===== src/rtl/otfs_defines.vh =====
`ifndef OTFS_DEFINES_VH
`define OTFS_DEFINES_VH

// Register byte offsets
`define OTFS_OFS_OC_FUNC     8'h00
`define OTFS_OFS_RLY_FUNC    8'h04
`define OTFS_OFS_METER_SEL   8'h08
`define OTFS_OFS_OC_POL      8'h0c
`define OTFS_OFS_RLY_POL     8'h10
`define OTFS_OFS_IRQ_STAT    8'h14
`define OTFS_OFS_IRQ_MASK    8'h18
`define OTFS_OFS_LIVE_STAT   8'h1c
`define OTFS_OFS_OL_THR      8'h20
`define OTFS_OFS_OD_THR      8'h24

// Reset values
`define OTFS_RST_OC_FUNC     8'h01
`define OTFS_RST_RLY_FUNC    8'h05
`define OTFS_RST_METER_SEL   8'h00
`define OTFS_RST_OC_POL      8'h00
`define OTFS_RST_RLY_POL     8'h01
`define OTFS_RST_OL_THR      16'hffff
`define OTFS_RST_OD_THR      16'hffff
`define OTFS_RST_IRQ_MASK    5'h00

// Output function codes
`define OTFS_FN_RUN          8'h00
`define OTFS_FN_CONST_ARR    8'h01
`define OTFS_FN_OVER_ARR     8'h02
`define OTFS_FN_OVERLOAD     8'h03
`define OTFS_FN_PID_DEV      8'h04
`define OTFS_FN_FAULT        8'h05

// Polarity codes
`define OTFS_POL_NO          8'h00
`define OTFS_POL_NC          8'h01

// Status condition vector bit positions
`define OTFS_CND_RUN         0
`define OTFS_CND_CONST_ARR   1
`define OTFS_CND_OVER_ARR    2
`define OTFS_CND_OVERLOAD    3
`define OTFS_CND_PID_DEV     4
`define OTFS_CND_FAULT       5
`define OTFS_CND_W           6

// Interrupt status bit positions
`define OTFS_IRQ_FAULT       0
`define OTFS_IRQ_SW_ON       1
`define OTFS_IRQ_SW_OFF      2
`define OTFS_IRQ_OC_CHG      3
`define OTFS_IRQ_RLY_CHG     4
`define OTFS_IRQ_W           5

`endif


===== src/rtl/otfs_out_stage.v =====
`timescale 1ns/1ps
`include "otfs_defines.vh"

module otfs_out_stage
(
    input  wire                    i_clk,
    input  wire                    i_sys_rst,
    input  wire [`OTFS_CND_W-1:0]  i_cond,
    input  wire [7:0]              i_func_sel,
    input  wire [7:0]              i_polarity,
    input  wire                    i_rst_level,
    output reg                     o_term_q
);

    reg sel_cond;
    reg term_d;

    // Function select; codes without a condition here read as inactive
    always @*
    begin
        case (i_func_sel)
            `OTFS_FN_RUN:       sel_cond = i_cond[`OTFS_CND_RUN];
            `OTFS_FN_CONST_ARR: sel_cond = i_cond[`OTFS_CND_CONST_ARR];
            `OTFS_FN_OVER_ARR:  sel_cond = i_cond[`OTFS_CND_OVER_ARR];
            `OTFS_FN_OVERLOAD:  sel_cond = i_cond[`OTFS_CND_OVERLOAD];
            `OTFS_FN_PID_DEV:   sel_cond = i_cond[`OTFS_CND_PID_DEV];
            `OTFS_FN_FAULT:     sel_cond = i_cond[`OTFS_CND_FAULT];
            default:            sel_cond = 1'b0;
        endcase
    end

    // Polarity stage: only the normally closed code inverts
    always @*
    begin
        term_d = sel_cond ^ (i_polarity == `OTFS_POL_NC);
    end

    // Registered every cycle so the pin never glitches on a select change
    always @(posedge i_clk)
    begin
        if (i_sys_rst)
            o_term_q <= i_rst_level;
        else
            o_term_q <= term_d;
    end

endmodule


===== src/rtl/otfs_top.v =====
// Local design decisions: the AHB-Lite register port and the placing of the registers.
`timescale 1ns/1ps
`include "otfs_defines.vh"

module otfs_top
(
    input  wire        i_clk,
    input  wire        i_sys_rst,
    // AHB-Lite slave
    input  wire        i_hsel,
    input  wire [7:0]  i_haddr,
    input  wire [1:0]  i_htrans,
    input  wire        i_hwrite,
    input  wire [2:0]  i_hsize,
    input  wire [31:0] i_hwdata,
    input  wire        i_hready,
    output reg  [31:0] o_hrdata,
    output reg         o_hreadyout,
    output reg         o_hresp,
    // Input terminals 1..5 and mode switch
    input  wire [5:1]  i_term,
    input  wire        i_shutoff_mode_switch,
    // Drive status
    input  wire        i_run_mode,
    input  wire        i_output_on,
    input  wire        i_ramping,
    input  wire [15:0] i_out_freq,
    input  wire [15:0] i_set_freq,
    input  wire [15:0] i_out_current,
    input  wire [15:0] i_pid_error,
    input  wire        i_fault_event,
    // Decoded input functions
    output reg         o_forward_run_input,
    output reg         o_reverse_run_input,
    output reg         o_speed_preset_bit0,
    output reg         o_speed_preset_bit1,
    output reg         o_emergency_shutoff_input,
    output reg         o_trip_clear_input,
    // Output terminals
    output wire        o_open_collector,
    output wire        o_alarm_relay,
    output reg         o_irq
);

    // Terminal map states, one-hot
    localparam [2:0] ST_NORMAL  = 3'b001;
    localparam [2:0] ST_SHUTOFF = 3'b010;
    localparam [2:0] ST_AFTER   = 3'b100;

    reg [2:0]  map_q;
    reg [2:0]  map_d;
    reg        sw_q;

    // Software-visible configuration
    reg [7:0]  oc_func_q;
    reg [7:0]  rly_func_q;
    reg [7:0]  meter_sel_q;
    reg [7:0]  oc_pol_q;
    reg [7:0]  rly_pol_q;
    reg [15:0] ol_thr_q;
    reg [15:0] od_thr_q;
    reg [`OTFS_IRQ_W-1:0] irq_stat_q;
    reg [`OTFS_IRQ_W-1:0] irq_mask_q;
    reg        fault_q;

    // Bus data-phase pipeline
    reg        wr_pend_q;
    reg        rd_pend_q;
    reg [7:0]  addr_q;

    // Condition path and interrupt events
    reg [`OTFS_CND_W-1:0] cond_q;
    reg [`OTFS_CND_W-1:0] cond_d;
    reg        oc_prev_q;
    reg        rly_prev_q;
    reg [15:0] pid_abs;
    reg        trip_clear_d;
    reg [31:0] rdata_d;
    reg [`OTFS_IRQ_W-1:0] irq_set;

    // Bus decode and per-output tables
    wire       bus_take;
    wire       stat_rd;
    wire [1:0] term_out;
    wire [7:0] sel_v [0:1];
    wire [7:0] pol_v [0:1];
    wire       rst_lv [0:1];

    // Idle and busy transfers are ignored; only NONSEQ or SEQ is taken
    assign bus_take = i_hsel & i_hready & i_htrans[1];

    // Status clears when its read data is loaded, not at the address phase
    assign stat_rd  = rd_pend_q & (addr_q == `OTFS_OFS_IRQ_STAT);

    // Map follows the switch; leaving shutoff never returns to the default map
    always @*
    begin
        case (map_q)
            ST_NORMAL:  map_d = sw_q ? ST_SHUTOFF : ST_NORMAL;
            ST_SHUTOFF: map_d = sw_q ? ST_SHUTOFF : ST_AFTER;
            ST_AFTER:   map_d = sw_q ? ST_SHUTOFF : ST_AFTER;
            default:    map_d = ST_NORMAL;
        endcase
    end

    // Switch treated as synchronous, so one register stage suffices
    always @(posedge i_clk)
    begin
        if (i_sys_rst)
        begin
            map_q <= ST_NORMAL;
            sw_q  <= 1'b0;
        end
        else
        begin
            map_q <= map_d;
            sw_q  <= i_shutoff_mode_switch;
        end
    end

    // Trip clear source depends on the map
    always @*
    begin
        case (map_q)
            ST_NORMAL:  trip_clear_d = i_term[5];
            ST_SHUTOFF: trip_clear_d = i_term[4];
            ST_AFTER:   trip_clear_d = i_term[4];
            default:    trip_clear_d = 1'b0;
        endcase
    end

    // Input function decode; break contact means an open input is a stop
    always @(posedge i_clk)
    begin
        if (i_sys_rst)
        begin
            o_forward_run_input       <= 1'b0;
            o_reverse_run_input       <= 1'b0;
            o_speed_preset_bit0       <= 1'b0;
            o_speed_preset_bit1       <= 1'b0;
            o_emergency_shutoff_input <= 1'b0;
            o_trip_clear_input        <= 1'b0;
        end
        else
        begin
            o_forward_run_input       <= i_term[1];
            o_reverse_run_input       <= i_term[2];
            o_speed_preset_bit0       <= map_q[0] & i_term[3];
            o_speed_preset_bit1       <= map_q[0] & i_term[4];
            o_emergency_shutoff_input <= map_q[1] & ~i_term[3];
            o_trip_clear_input        <= trip_clear_d;
        end
    end

    // Fault latch; a new fault wins over a simultaneous clear
    always @(posedge i_clk)
    begin
        if (i_sys_rst)
            fault_q <= 1'b0;
        else if (i_fault_event)
            fault_q <= 1'b1;
        else if (trip_clear_d)
            fault_q <= 1'b0;
    end

    // Magnitude of the signed PID error
    always @*
    begin
        pid_abs = i_pid_error[15] ? (~i_pid_error + 16'h0001) : i_pid_error;
    end

    // Status conditions
    always @*
    begin
        cond_d = {`OTFS_CND_W{1'b0}};
        cond_d[`OTFS_CND_RUN]       = i_run_mode;
        cond_d[`OTFS_CND_CONST_ARR] = i_output_on & ~i_ramping &
                                      (i_out_freq == i_set_freq);
        cond_d[`OTFS_CND_OVER_ARR]  = i_output_on &
                                      (i_out_freq >= i_set_freq);
        cond_d[`OTFS_CND_OVERLOAD]  = i_out_current > ol_thr_q;
        cond_d[`OTFS_CND_PID_DEV]   = pid_abs > od_thr_q;
        cond_d[`OTFS_CND_FAULT]     = fault_q;
    end

    // One sample shared by both outputs keeps them coherent
    always @(posedge i_clk)
    begin
        if (i_sys_rst)
            cond_q <= {`OTFS_CND_W{1'b0}};
        else
            cond_q <= cond_d;
    end

    // Per-output select and polarity tables
    assign sel_v[0]  = oc_func_q;
    assign sel_v[1]  = rly_func_q;
    assign pol_v[0]  = oc_pol_q;
    assign pol_v[1]  = rly_pol_q;
    // Both pins sit low in reset; the relay rises once its polarity applies
    assign rst_lv[0] = 1'b0;
    assign rst_lv[1] = 1'b0;

    // One stage per output terminal
    genvar gi;
    generate
        for (gi = 0; gi < 2; gi = gi + 1)
        begin : g_out
            otfs_out_stage u_stage
            (
                .i_clk       (i_clk),
                .i_sys_rst   (i_sys_rst),
                .i_cond      (cond_q),
                .i_func_sel  (sel_v[gi]),
                .i_polarity  (pol_v[gi]),
                .i_rst_level (rst_lv[gi]),
                .o_term_q    (term_out[gi])
            );
        end
    endgenerate

    // Pins come straight from the stage flip-flops
    assign o_open_collector = term_out[0];
    assign o_alarm_relay    = term_out[1];

    // Interrupt events
    always @*
    begin
        irq_set = {`OTFS_IRQ_W{1'b0}};
        irq_set[`OTFS_IRQ_FAULT]   = cond_d[`OTFS_CND_FAULT] & ~cond_q[`OTFS_CND_FAULT];
        irq_set[`OTFS_IRQ_SW_ON]   = map_d[1] & ~map_q[1];
        irq_set[`OTFS_IRQ_SW_OFF]  = map_q[1] & ~map_d[1];
        irq_set[`OTFS_IRQ_OC_CHG]  = term_out[0] ^ oc_prev_q;
        irq_set[`OTFS_IRQ_RLY_CHG] = term_out[1] ^ rly_prev_q;
    end

    // Sticky status; read clears, a same-cycle event survives the clear
    always @(posedge i_clk)
    begin
        if (i_sys_rst)
        begin
            irq_stat_q <= {`OTFS_IRQ_W{1'b0}};
            oc_prev_q  <= 1'b0;
            rly_prev_q <= 1'b0;
            o_irq      <= 1'b0;
        end
        else
        begin
            irq_stat_q <= (stat_rd ? {`OTFS_IRQ_W{1'b0}} : irq_stat_q) | irq_set;
            oc_prev_q  <= term_out[0];
            rly_prev_q <= term_out[1];
            o_irq      <= |(irq_stat_q & irq_mask_q);
        end
    end

    // Bus: writes complete in the data phase, reads add one wait state
    always @(posedge i_clk)
    begin
        if (i_sys_rst)
        begin
            wr_pend_q   <= 1'b0;
            rd_pend_q   <= 1'b0;
            addr_q      <= 8'h00;
            o_hreadyout <= 1'b1;
            o_hresp     <= 1'b0;
            o_hrdata    <= 32'h00000000;
        end
        else
        begin
            wr_pend_q <= bus_take & i_hwrite;
            rd_pend_q <= bus_take & ~i_hwrite;
            if (bus_take)
                addr_q <= i_haddr;
            o_hreadyout <= ~(bus_take & ~i_hwrite);
            o_hresp     <= 1'b0;
            if (rd_pend_q)
                o_hrdata <= rdata_d;
        end
    end

    // Read mux; unmapped words read zero
    always @*
    begin
        rdata_d = 32'h00000000;
        case ({addr_q[7:2], 2'b00})
            `OTFS_OFS_OC_FUNC:   rdata_d[7:0]  = oc_func_q;
            `OTFS_OFS_RLY_FUNC:  rdata_d[7:0]  = rly_func_q;
            `OTFS_OFS_METER_SEL: rdata_d[7:0]  = meter_sel_q;
            `OTFS_OFS_OC_POL:    rdata_d[7:0]  = oc_pol_q;
            `OTFS_OFS_RLY_POL:   rdata_d[7:0]  = rly_pol_q;
            `OTFS_OFS_IRQ_STAT:  rdata_d[4:0]  = irq_stat_q;
            `OTFS_OFS_IRQ_MASK:  rdata_d[4:0]  = irq_mask_q;
            `OTFS_OFS_LIVE_STAT: rdata_d[13:0] = {term_out, map_q, sw_q, 2'b00, cond_q};
            `OTFS_OFS_OL_THR:    rdata_d[15:0] = ol_thr_q;
            `OTFS_OFS_OD_THR:    rdata_d[15:0] = od_thr_q;
            default:             rdata_d       = 32'h00000000;
        endcase
    end

    // Register writes; any code is stored, unsupported ones drive inactive
    always @(posedge i_clk)
    begin
        if (i_sys_rst)
        begin
            oc_func_q   <= `OTFS_RST_OC_FUNC;
            rly_func_q  <= `OTFS_RST_RLY_FUNC;
            meter_sel_q <= `OTFS_RST_METER_SEL;
            oc_pol_q    <= `OTFS_RST_OC_POL;
            rly_pol_q   <= `OTFS_RST_RLY_POL;
            ol_thr_q    <= `OTFS_RST_OL_THR;
            od_thr_q    <= `OTFS_RST_OD_THR;
            irq_mask_q  <= `OTFS_RST_IRQ_MASK;
        end
        else if (wr_pend_q)
        begin
            case ({addr_q[7:2], 2'b00})
                `OTFS_OFS_OC_FUNC:   oc_func_q   <= i_hwdata[7:0];
                `OTFS_OFS_RLY_FUNC:  rly_func_q  <= i_hwdata[7:0];
                `OTFS_OFS_METER_SEL: meter_sel_q <= i_hwdata[7:0];
                `OTFS_OFS_OC_POL:    oc_pol_q    <= i_hwdata[7:0];
                `OTFS_OFS_RLY_POL:   rly_pol_q   <= i_hwdata[7:0];
                `OTFS_OFS_IRQ_MASK:  irq_mask_q  <= i_hwdata[4:0];
                `OTFS_OFS_OL_THR:    ol_thr_q    <= i_hwdata[15:0];
                `OTFS_OFS_OD_THR:    od_thr_q    <= i_hwdata[15:0];
                default:             oc_func_q   <= oc_func_q;
            endcase
        end
    end

endmodule


===== config.mk =====
export PLATFORM = sky130hd
export DESIGN_NAME = otfs_top
export DESIGN_NICKNAME = d
export VERILOG_FILES = /design/src/rtl/otfs_out_stage.v /design/src/rtl/otfs_top.v
export VERILOG_INCLUDE_DIRS = /design/src /design/src/rtl
export SDC_FILE = /design/constraint.sdc
export NUM_CORES = 1
export LEC_CHECK = 0
export BUFFER_PORTS_ARGS = -buffer_cell sky130_fd_sc_hd__buf_2
export CORE_MARGIN = 4
export CORE_UTILIZATION = 38
export CTS_BUF_LIST = sky130_fd_sc_hd__clkbuf_4 sky130_fd_sc_hd__clkbuf_8 sky130_fd_sc_hd__clkbuf_16
export DETAILED_ROUTE_END_ITERATION = 6
export PLACE_DENSITY_LB_ADDON = 0.15
export SLEW_MARGIN = 20
export SYNTH_ARGS = -nofsm -noshare
export SYNTH_HDL_FRONTEND = slang
export SYNTH_HIERARCHICAL = 1
export SYNTH_SLANG_ARGS = --single-unit

===== constraint.sdc =====
create_clock -name i_clk -period 3.2 [get_ports i_clk]
set_input_delay 0.16 -clock i_clk [delete_from_list [all_inputs] [get_ports i_clk]]
set_output_delay 0.16 -clock i_clk [all_outputs]
set_load 0.005 [all_outputs]

==> results of run 1 <==
-- through the flow --
stage	total power [mW]	instance area (um^2)	std cells	hold WS, ns	worst slack [ns]
floorplan	1.92	7020	795	0.236	0.444
global placement	2.05	7780	1111	0.326	0.189
detailed placement	2.06	7780	1111	0.338	0.140
CTS	3.86	8570	1165	0.00582	0.595
global route	3.97	8570	1165	0.0269	0.399
finish	3.82	8570	1165	0.0194	0.611
-- sequential cells by signal (all words and copies together) (netlist names), 2 cells and up --
register	flops
oc_func_q	8
irq_stat_q	5
g_out.u_stage/o_term_q	2
rly_pol_q	8
map_q	3
rly_func_q	8
o_hrdata	16
addr_q	8
irq_mask_q	5
cond_q	6
meter_sel_q	8
od_thr_q	16
oc_pol_q	8
ol_thr_q	16
-- critical path, delay by kind of cell --
kind	cells	cell delay, ns
adder cells (fa/ha/maj)	1	0.25
buffers and inverters	1	0.11
AO/OA/AOI/OAI	4	0.74
AND/OR/NAND/NOR	5	1.43
XOR/XNOR	1	0.15
-- repair_timing --
| action | in CTS | in global routing |
|---|---|---|
| endpoints found under the setup margin | 0 | 0 |
| endpoints found under the hold margin | 35 | 0 |
| hold buffers | 25 | 0 |
-- cell usage after synthesis (all sizes together) (2+ instances only) --
cell       n  area share
xnor2     14       0.018
mux4      14       0.045
nor3b      4      0.0043
nor4b      3      0.0059
or4        4      0.0049
nand3     18       0.013
nand4      9      0.0081
or3        5      0.0061
mux2i     33       0.048
a211o     36       0.045
and4b      2      0.0029
nor2     100       0.054
a21o       2      0.0022
and3       5      0.0045
clkbuf    27       0.015
dfxtp    131        0.38
o2bb2ai    2      0.0025
a21oi     47       0.034
and3b      2      0.0025
nor4       8      0.0081
a211oi     8      0.0086
buf       32       0.029
nor2b     12       0.011
o41ai      2      0.0025
nand4b     2      0.0025
ha        49       0.088
a222oi     8       0.012
a22oi     10       0.011
or3b       2      0.0025
nor3       5      0.0036
nand2b     6      0.0054
o31ai      4      0.0063
a221oi    18       0.023
and2       3      0.0027
nand2     63       0.034
o21ai     16       0.012
xor2       2      0.0025
a221o      2      0.0029
inv       58       0.031
-- kinds of logic (layout without fill, tap and decap cells) --
kind of cell	after synthesis	count (layout)	synth area share
adders and majority gates	49	49	0.0882
AOI/OAI and AO/OA	160	160	0.167
and+or+nand+nor	256	256	0.179
buffers and inverters	117	258	0.0747
muxes	47	47	0.0929
xor gates and xnor gates	16	16	0.0202
DFF	131	131	0.377
other	1	19	0.000539
-- power by group through the flow --
stage	logic, mW	registers [mW]	clock network (mW)
after floorplan	0.212	1.71	0
after detailed placement	0.340	1.72	0
after CTS	0.366	1.68	1.81
after global placement	0.338	1.72	0
after global routing	0.411	1.68	1.87
final	0.363	1.68	1.77
-- cell type report --
cell class                      instances  area share
Multi-Input combinational cell        547       0.452
Inverter                               58      0.0254
Tap cell                              229      0.0334
Sequential cell                       131       0.306
Clock inverter                          4     0.00292
Timing Repair Buffer                  171       0.120
Clock buffer                           25      0.0603
-- routing by layer --
metal,track usage,vias to the layer above,part of all wire
met2,0.321,154,0.49
met5,0,-,0
met4,0.0496,0,0.014
met3,0.0422,22,0.050
met1,0.237,2895,0.44
li1,-,3038,-
-- worst paths after layout --
check	to	slack, ns	cells after the start
setup / recovery	cond_q[4]	0.61	12
hold reg to reg	addr_q[0]	0.47	2
setup reg to reg	od_thr_q[13]	0.96	6
hold / removal	o_trip_clear_input	0.02	3
-- cells in the final DEF, fill, tap and decap left out, types with 9 or more instances in the layout --
cell	synthesis	routed
mux4_2	14	14
conb_1	1	19
clkbuf_16	0	17
a221oi_1	18	18
dfxtp_1	131	131
dlygate4sd3_1	0	25
a22oi_1	10	10
a21oi_1	47	47
a211o_1	36	36
nor2b_1	12	12
inv_1	58	58
xnor2_1	14	14
ha_1	49	49
o21ai_0	16	16
buf_2	13	128
nor2_1	100	100
nand3_1	18	18
buf_4	17	18
mux2i_1	33	33
nand4_1	9	9
nand2_1	63	63
==> results.cfg, run 1 <==
[status]
outcome = finished clean

[pwr]
p_seq_frac = 0.440
intPower_mw = 2.93
combPwrFrac = 0.095
p_leak_nw = 4.01
switchingPower_uw = 888
p_clk_frac = 0.465
ir_worst_vdd_v = 0.000325
pwr_density_cell_mw_per_mm2 = 445
swShare = 0.232

[timing]
relSlewSlack = 0.324
final-hold-violation-count = 0
setup_viol = 0
setup_tns_ns = 0
fin_skew_ns = 0.00936
rsz0062_at_grt = no
period_minus_slack_ns = 2.59
fin_crit_sh = 0.809
worst_pin_slew_ns = 1.01
slew_violations = 0
max_freq_ghz = 0.386

[routing]
vias_per_cell = 5.24
vias = 6109
routedWlPerCell_um = 16.4
drtIter0Drc = 357
drtAntennaViolNets = 0
drcViolationCount = 0
drt_first_pass_iters = 5
routed_wl_um = 19200

[grt]
grt_use_total = 0.186
antenna_found_initial = 0
grt_pass1_wl_um = 29900
grt_max_degree = 52
first_global_vias = 5740
grt-ovfl-total = 0

[worst_setup_path]
worst-path-max-fanout = 3
cp-startpoint = i_pid_error[5]
crit_chain = buf_2 -> or4_4 -> or3_4 -> or3_4 -> o31ai_4 -> xnor2_1 -> ha_1 -> nand4_1 -> nor2_1 -> a221o_1 -> a211oi_1 -> a211oi_1
critical_path_arrival_ns = 2.87
start_kind = input port
crit_type = in -> reg
cp.required_ns = 3.48
crit_slowest_cell = or4_4
r2r_start = addr_q[2]
cp-end-kind = register
max_stage_delay_ns = 0.53

[floorplanning]
initial_core_util = 0.387
rows = 49
die_x_um = 143
io_pins = 167
coreArea_mm2 = 0.0180
die_y_um = 143
dieArea_mm2 = 0.0205

[synthesis]
ys_types = 56
yosysSeqAreaShare = 0.377
synth_edf_count = 0
synth_area_mm2 = 0.00695
async_flop_share = 0
yosys_warnings = 6
synth.avg_cell_area_um2 = 8.95
synth_top_flop_cell = dfxtp_1
synth-seq-cells = 131
syn_inst = 777

[final_layout]
num_antenna_cells = 0
drive_gt1_frac = 0.212
nets = 1099
multi_input_area_mm2 = 0.00388
fin_util = 0.477
regArea_mm2 = 0.00262
area_delta_synth_final_pct = 23.3
fillCellCount = 1778

[clocking]
tritoncts = done
root_buffer = clkbuf_16
cts_sinks = 131
postCtsResizedCells = 0
clock_latency_ns = 0.41
cts_setup_buffers = 0
clockBufferDepth = 2
htreeDepth = 4
clk_pin_slew_ns = 0.05
cts_buffers = 17

[placed_design]
dpl.hpwl_um = 14400
gp_congestion = 0.833
port_buffers = 129

[hold_path]
holdCritPathClass = in -> reg
min-delay-start = i_term[5]

[run]
drv_cap = 0
Note: power is estimated with default switching activity, not from simulation.
==> run 2, diff against run 1 <==
clock period = 2.1 ns   (was 3.2 ns; I/O delays follow)
==> results.cfg, run 2 (synthesis gave the netlist of run 1 again) <==
[timing]
fin_ws_ns = -0.335
rsz0062_at_grt = yes
setup_viol = 1
slew_violations = 0
fin_skew_ns = 0.00870
final-hold-violation-count = 0
period_minus_slack_ns = 2.44
relSlewSlack = 0.499
worst_pin_slew_ns = 0.750
fin_crit_sh = 1.16
max_freq_ghz = 0.411

[floorplanning]
die_y_um = 143
io_pins = 167
initial_core_util = 0.387
coreArea_mm2 = 0.0180
dieArea_mm2 = 0.0205
die_x_um = 143
rows = 49

[routing]
drcViolationCount = 0
routed_wl_um = 19500
drtIter0Drc = 379
vias = 6144
vias_per_cell = 5.12
drtAntennaViolNets = 0
routedWlPerCell_um = 16.2
drt_first_pass_iters = 7

[clocking]
root_buffer = clkbuf_16
tritoncts = done
clockBufferDepth = 2
clk_pin_slew_ns = 0.06
htreeDepth = 4
cts_setup_buffers = 0
cts_sinks = 131
clock_latency_ns = 0.42
cts_buffers = 17

[grt]
grt_pass1_wl_um = 30900
first_global_vias = 5974
antenna_found_initial = 0
grt_max_degree = 89
grt_use_total = 0.193
grt-ovfl-total = 0

[final_layout]
final_cell_mix = 131 x dfxtp_1, 127 x buf_2, 100 x nor2_1, 63 x nand2_1, 58 x inv_1
num_antenna_cells = 0
fin_util = 0.495
largestRegisters = o_hrdata (16), od_thr_q (16), ol_thr_q (16)
layout_commonest_cell = dfxtp_1
drive_gt1_frac = 0.236
area_delta_synth_final_pct = 28.0
nets = 1130

[worst_setup_path]
start_kind = input port
critical_path_arrival_ns = 2.72
crit_type = in -> reg
worst_r2r_path_depth = 6
worst-path-max-fanout = 3
cp.required_ns = 2.39
cp-end-kind = register

[pwr]
pwr_density_cell_mw_per_mm2 = 665
ir_worst_vdd_v = 0.000491
switchingPower_mw = 1.46
intPower_mw = 4.46
p_clk_frac = 0.467
power_mw = 5.92
p_leak_nw = 4.18
p_seq_frac = 0.433
combPwrFrac = 0.100
swShare = 0.246

[status]
outcome = finished with violations
violations = negative setup slack

[run]
drv_cap = 0

[hold_path]
holdCritPathClass = in -> reg
holdPathStages = 3

[placed_design]
dpl.hpwl_um = 14500
port_buffers = 129
gp_congestion = 0.800
run 2: worst max-delay path, stage by stage:
cell and delay (ns):
buf_6 0.09, or4_4 0.53, or3_4 0.34, or3_4 0.35
o31ai_4 0.18, xnor2_1 0.15, ha_1 0.24, nand4_1 0.13
nor2_1 0.07, a221o_1 0.31, a211oi_2 0.15, a211oi_1 0.07
run 2: final cells by class:
class | instances | area (um^2)
fillers | 1776 | 9070
inverters | 58 | 218
multi-input cells | 547 | 3890
clock inverters | 14 | 113
clock buffers | 18 | 439
well taps | 229 | 287
flip-flops and latches | 131 | 2620
repair buffers | 202 | 1330
run 2: repair_timing:
action / CTS / global route
gates resized for setup: 5 / 0
setup endpoints to repair: 1 / 1
hold buffers: 30 / 0
pin swaps: 4 / 0
hold endpoints to repair: 42 / 0
run 2: stage by stage:
stage	setup WS (ns)	instance area, um^2	hold slack (ns)	setup TNS, ns	std cells
6_report	-0.335	8890	0.0337	-0.335	1199
4_1_cts	-0.334	8890	0.0211	-0.334	1199
3_3_place_gp	-0.784	8030	0.272	-0.784	1137
3_5_place_dp	-0.881	8030	0.276	-0.881	1137
5_1_grt	-0.465	8890	0.0342	-0.465	1199
2_1_floorplan	-0.578	7020	0.181	-0.578	795
run 2: power groups by stage:
stage / clock network, mW / logic (mW) / registers [mW]
2_1_floorplan: 0 / 0.323 / 2.60
6_report: 2.76 / 0.592 / 2.56
3_5_place_dp: 0 / 0.549 / 2.62
3_3_place_gp: 0 / 0.547 / 2.62
5_1_grt: 2.94 / 0.669 / 2.57
4_1_cts: 2.82 / 0.597 / 2.56
run 2: final timing paths:
| check | start | end | slack [ns] |
|---|---|---|---|
| worst min register to register | addr_q[1] | addr_q[1] | 0.46 |
| worst max-delay path | i_pid_error[5] | cond_q[4] | -0.34 |
| worst max register to register | ol_thr_q[14] | cond_q[3] | 0.20 |
| worst min-delay path | i_hwdata[7] | rly_pol_q[7] | 0.03 |
run 2: metal layers:
layer	track usage	routed length [um]	vias up
li1	-	-	3111
met3	0.0378	873	25
met2	0.329	9550	139
met1	0.243	8650	2869
met4	0.0674	413	0
met5	0	0	-
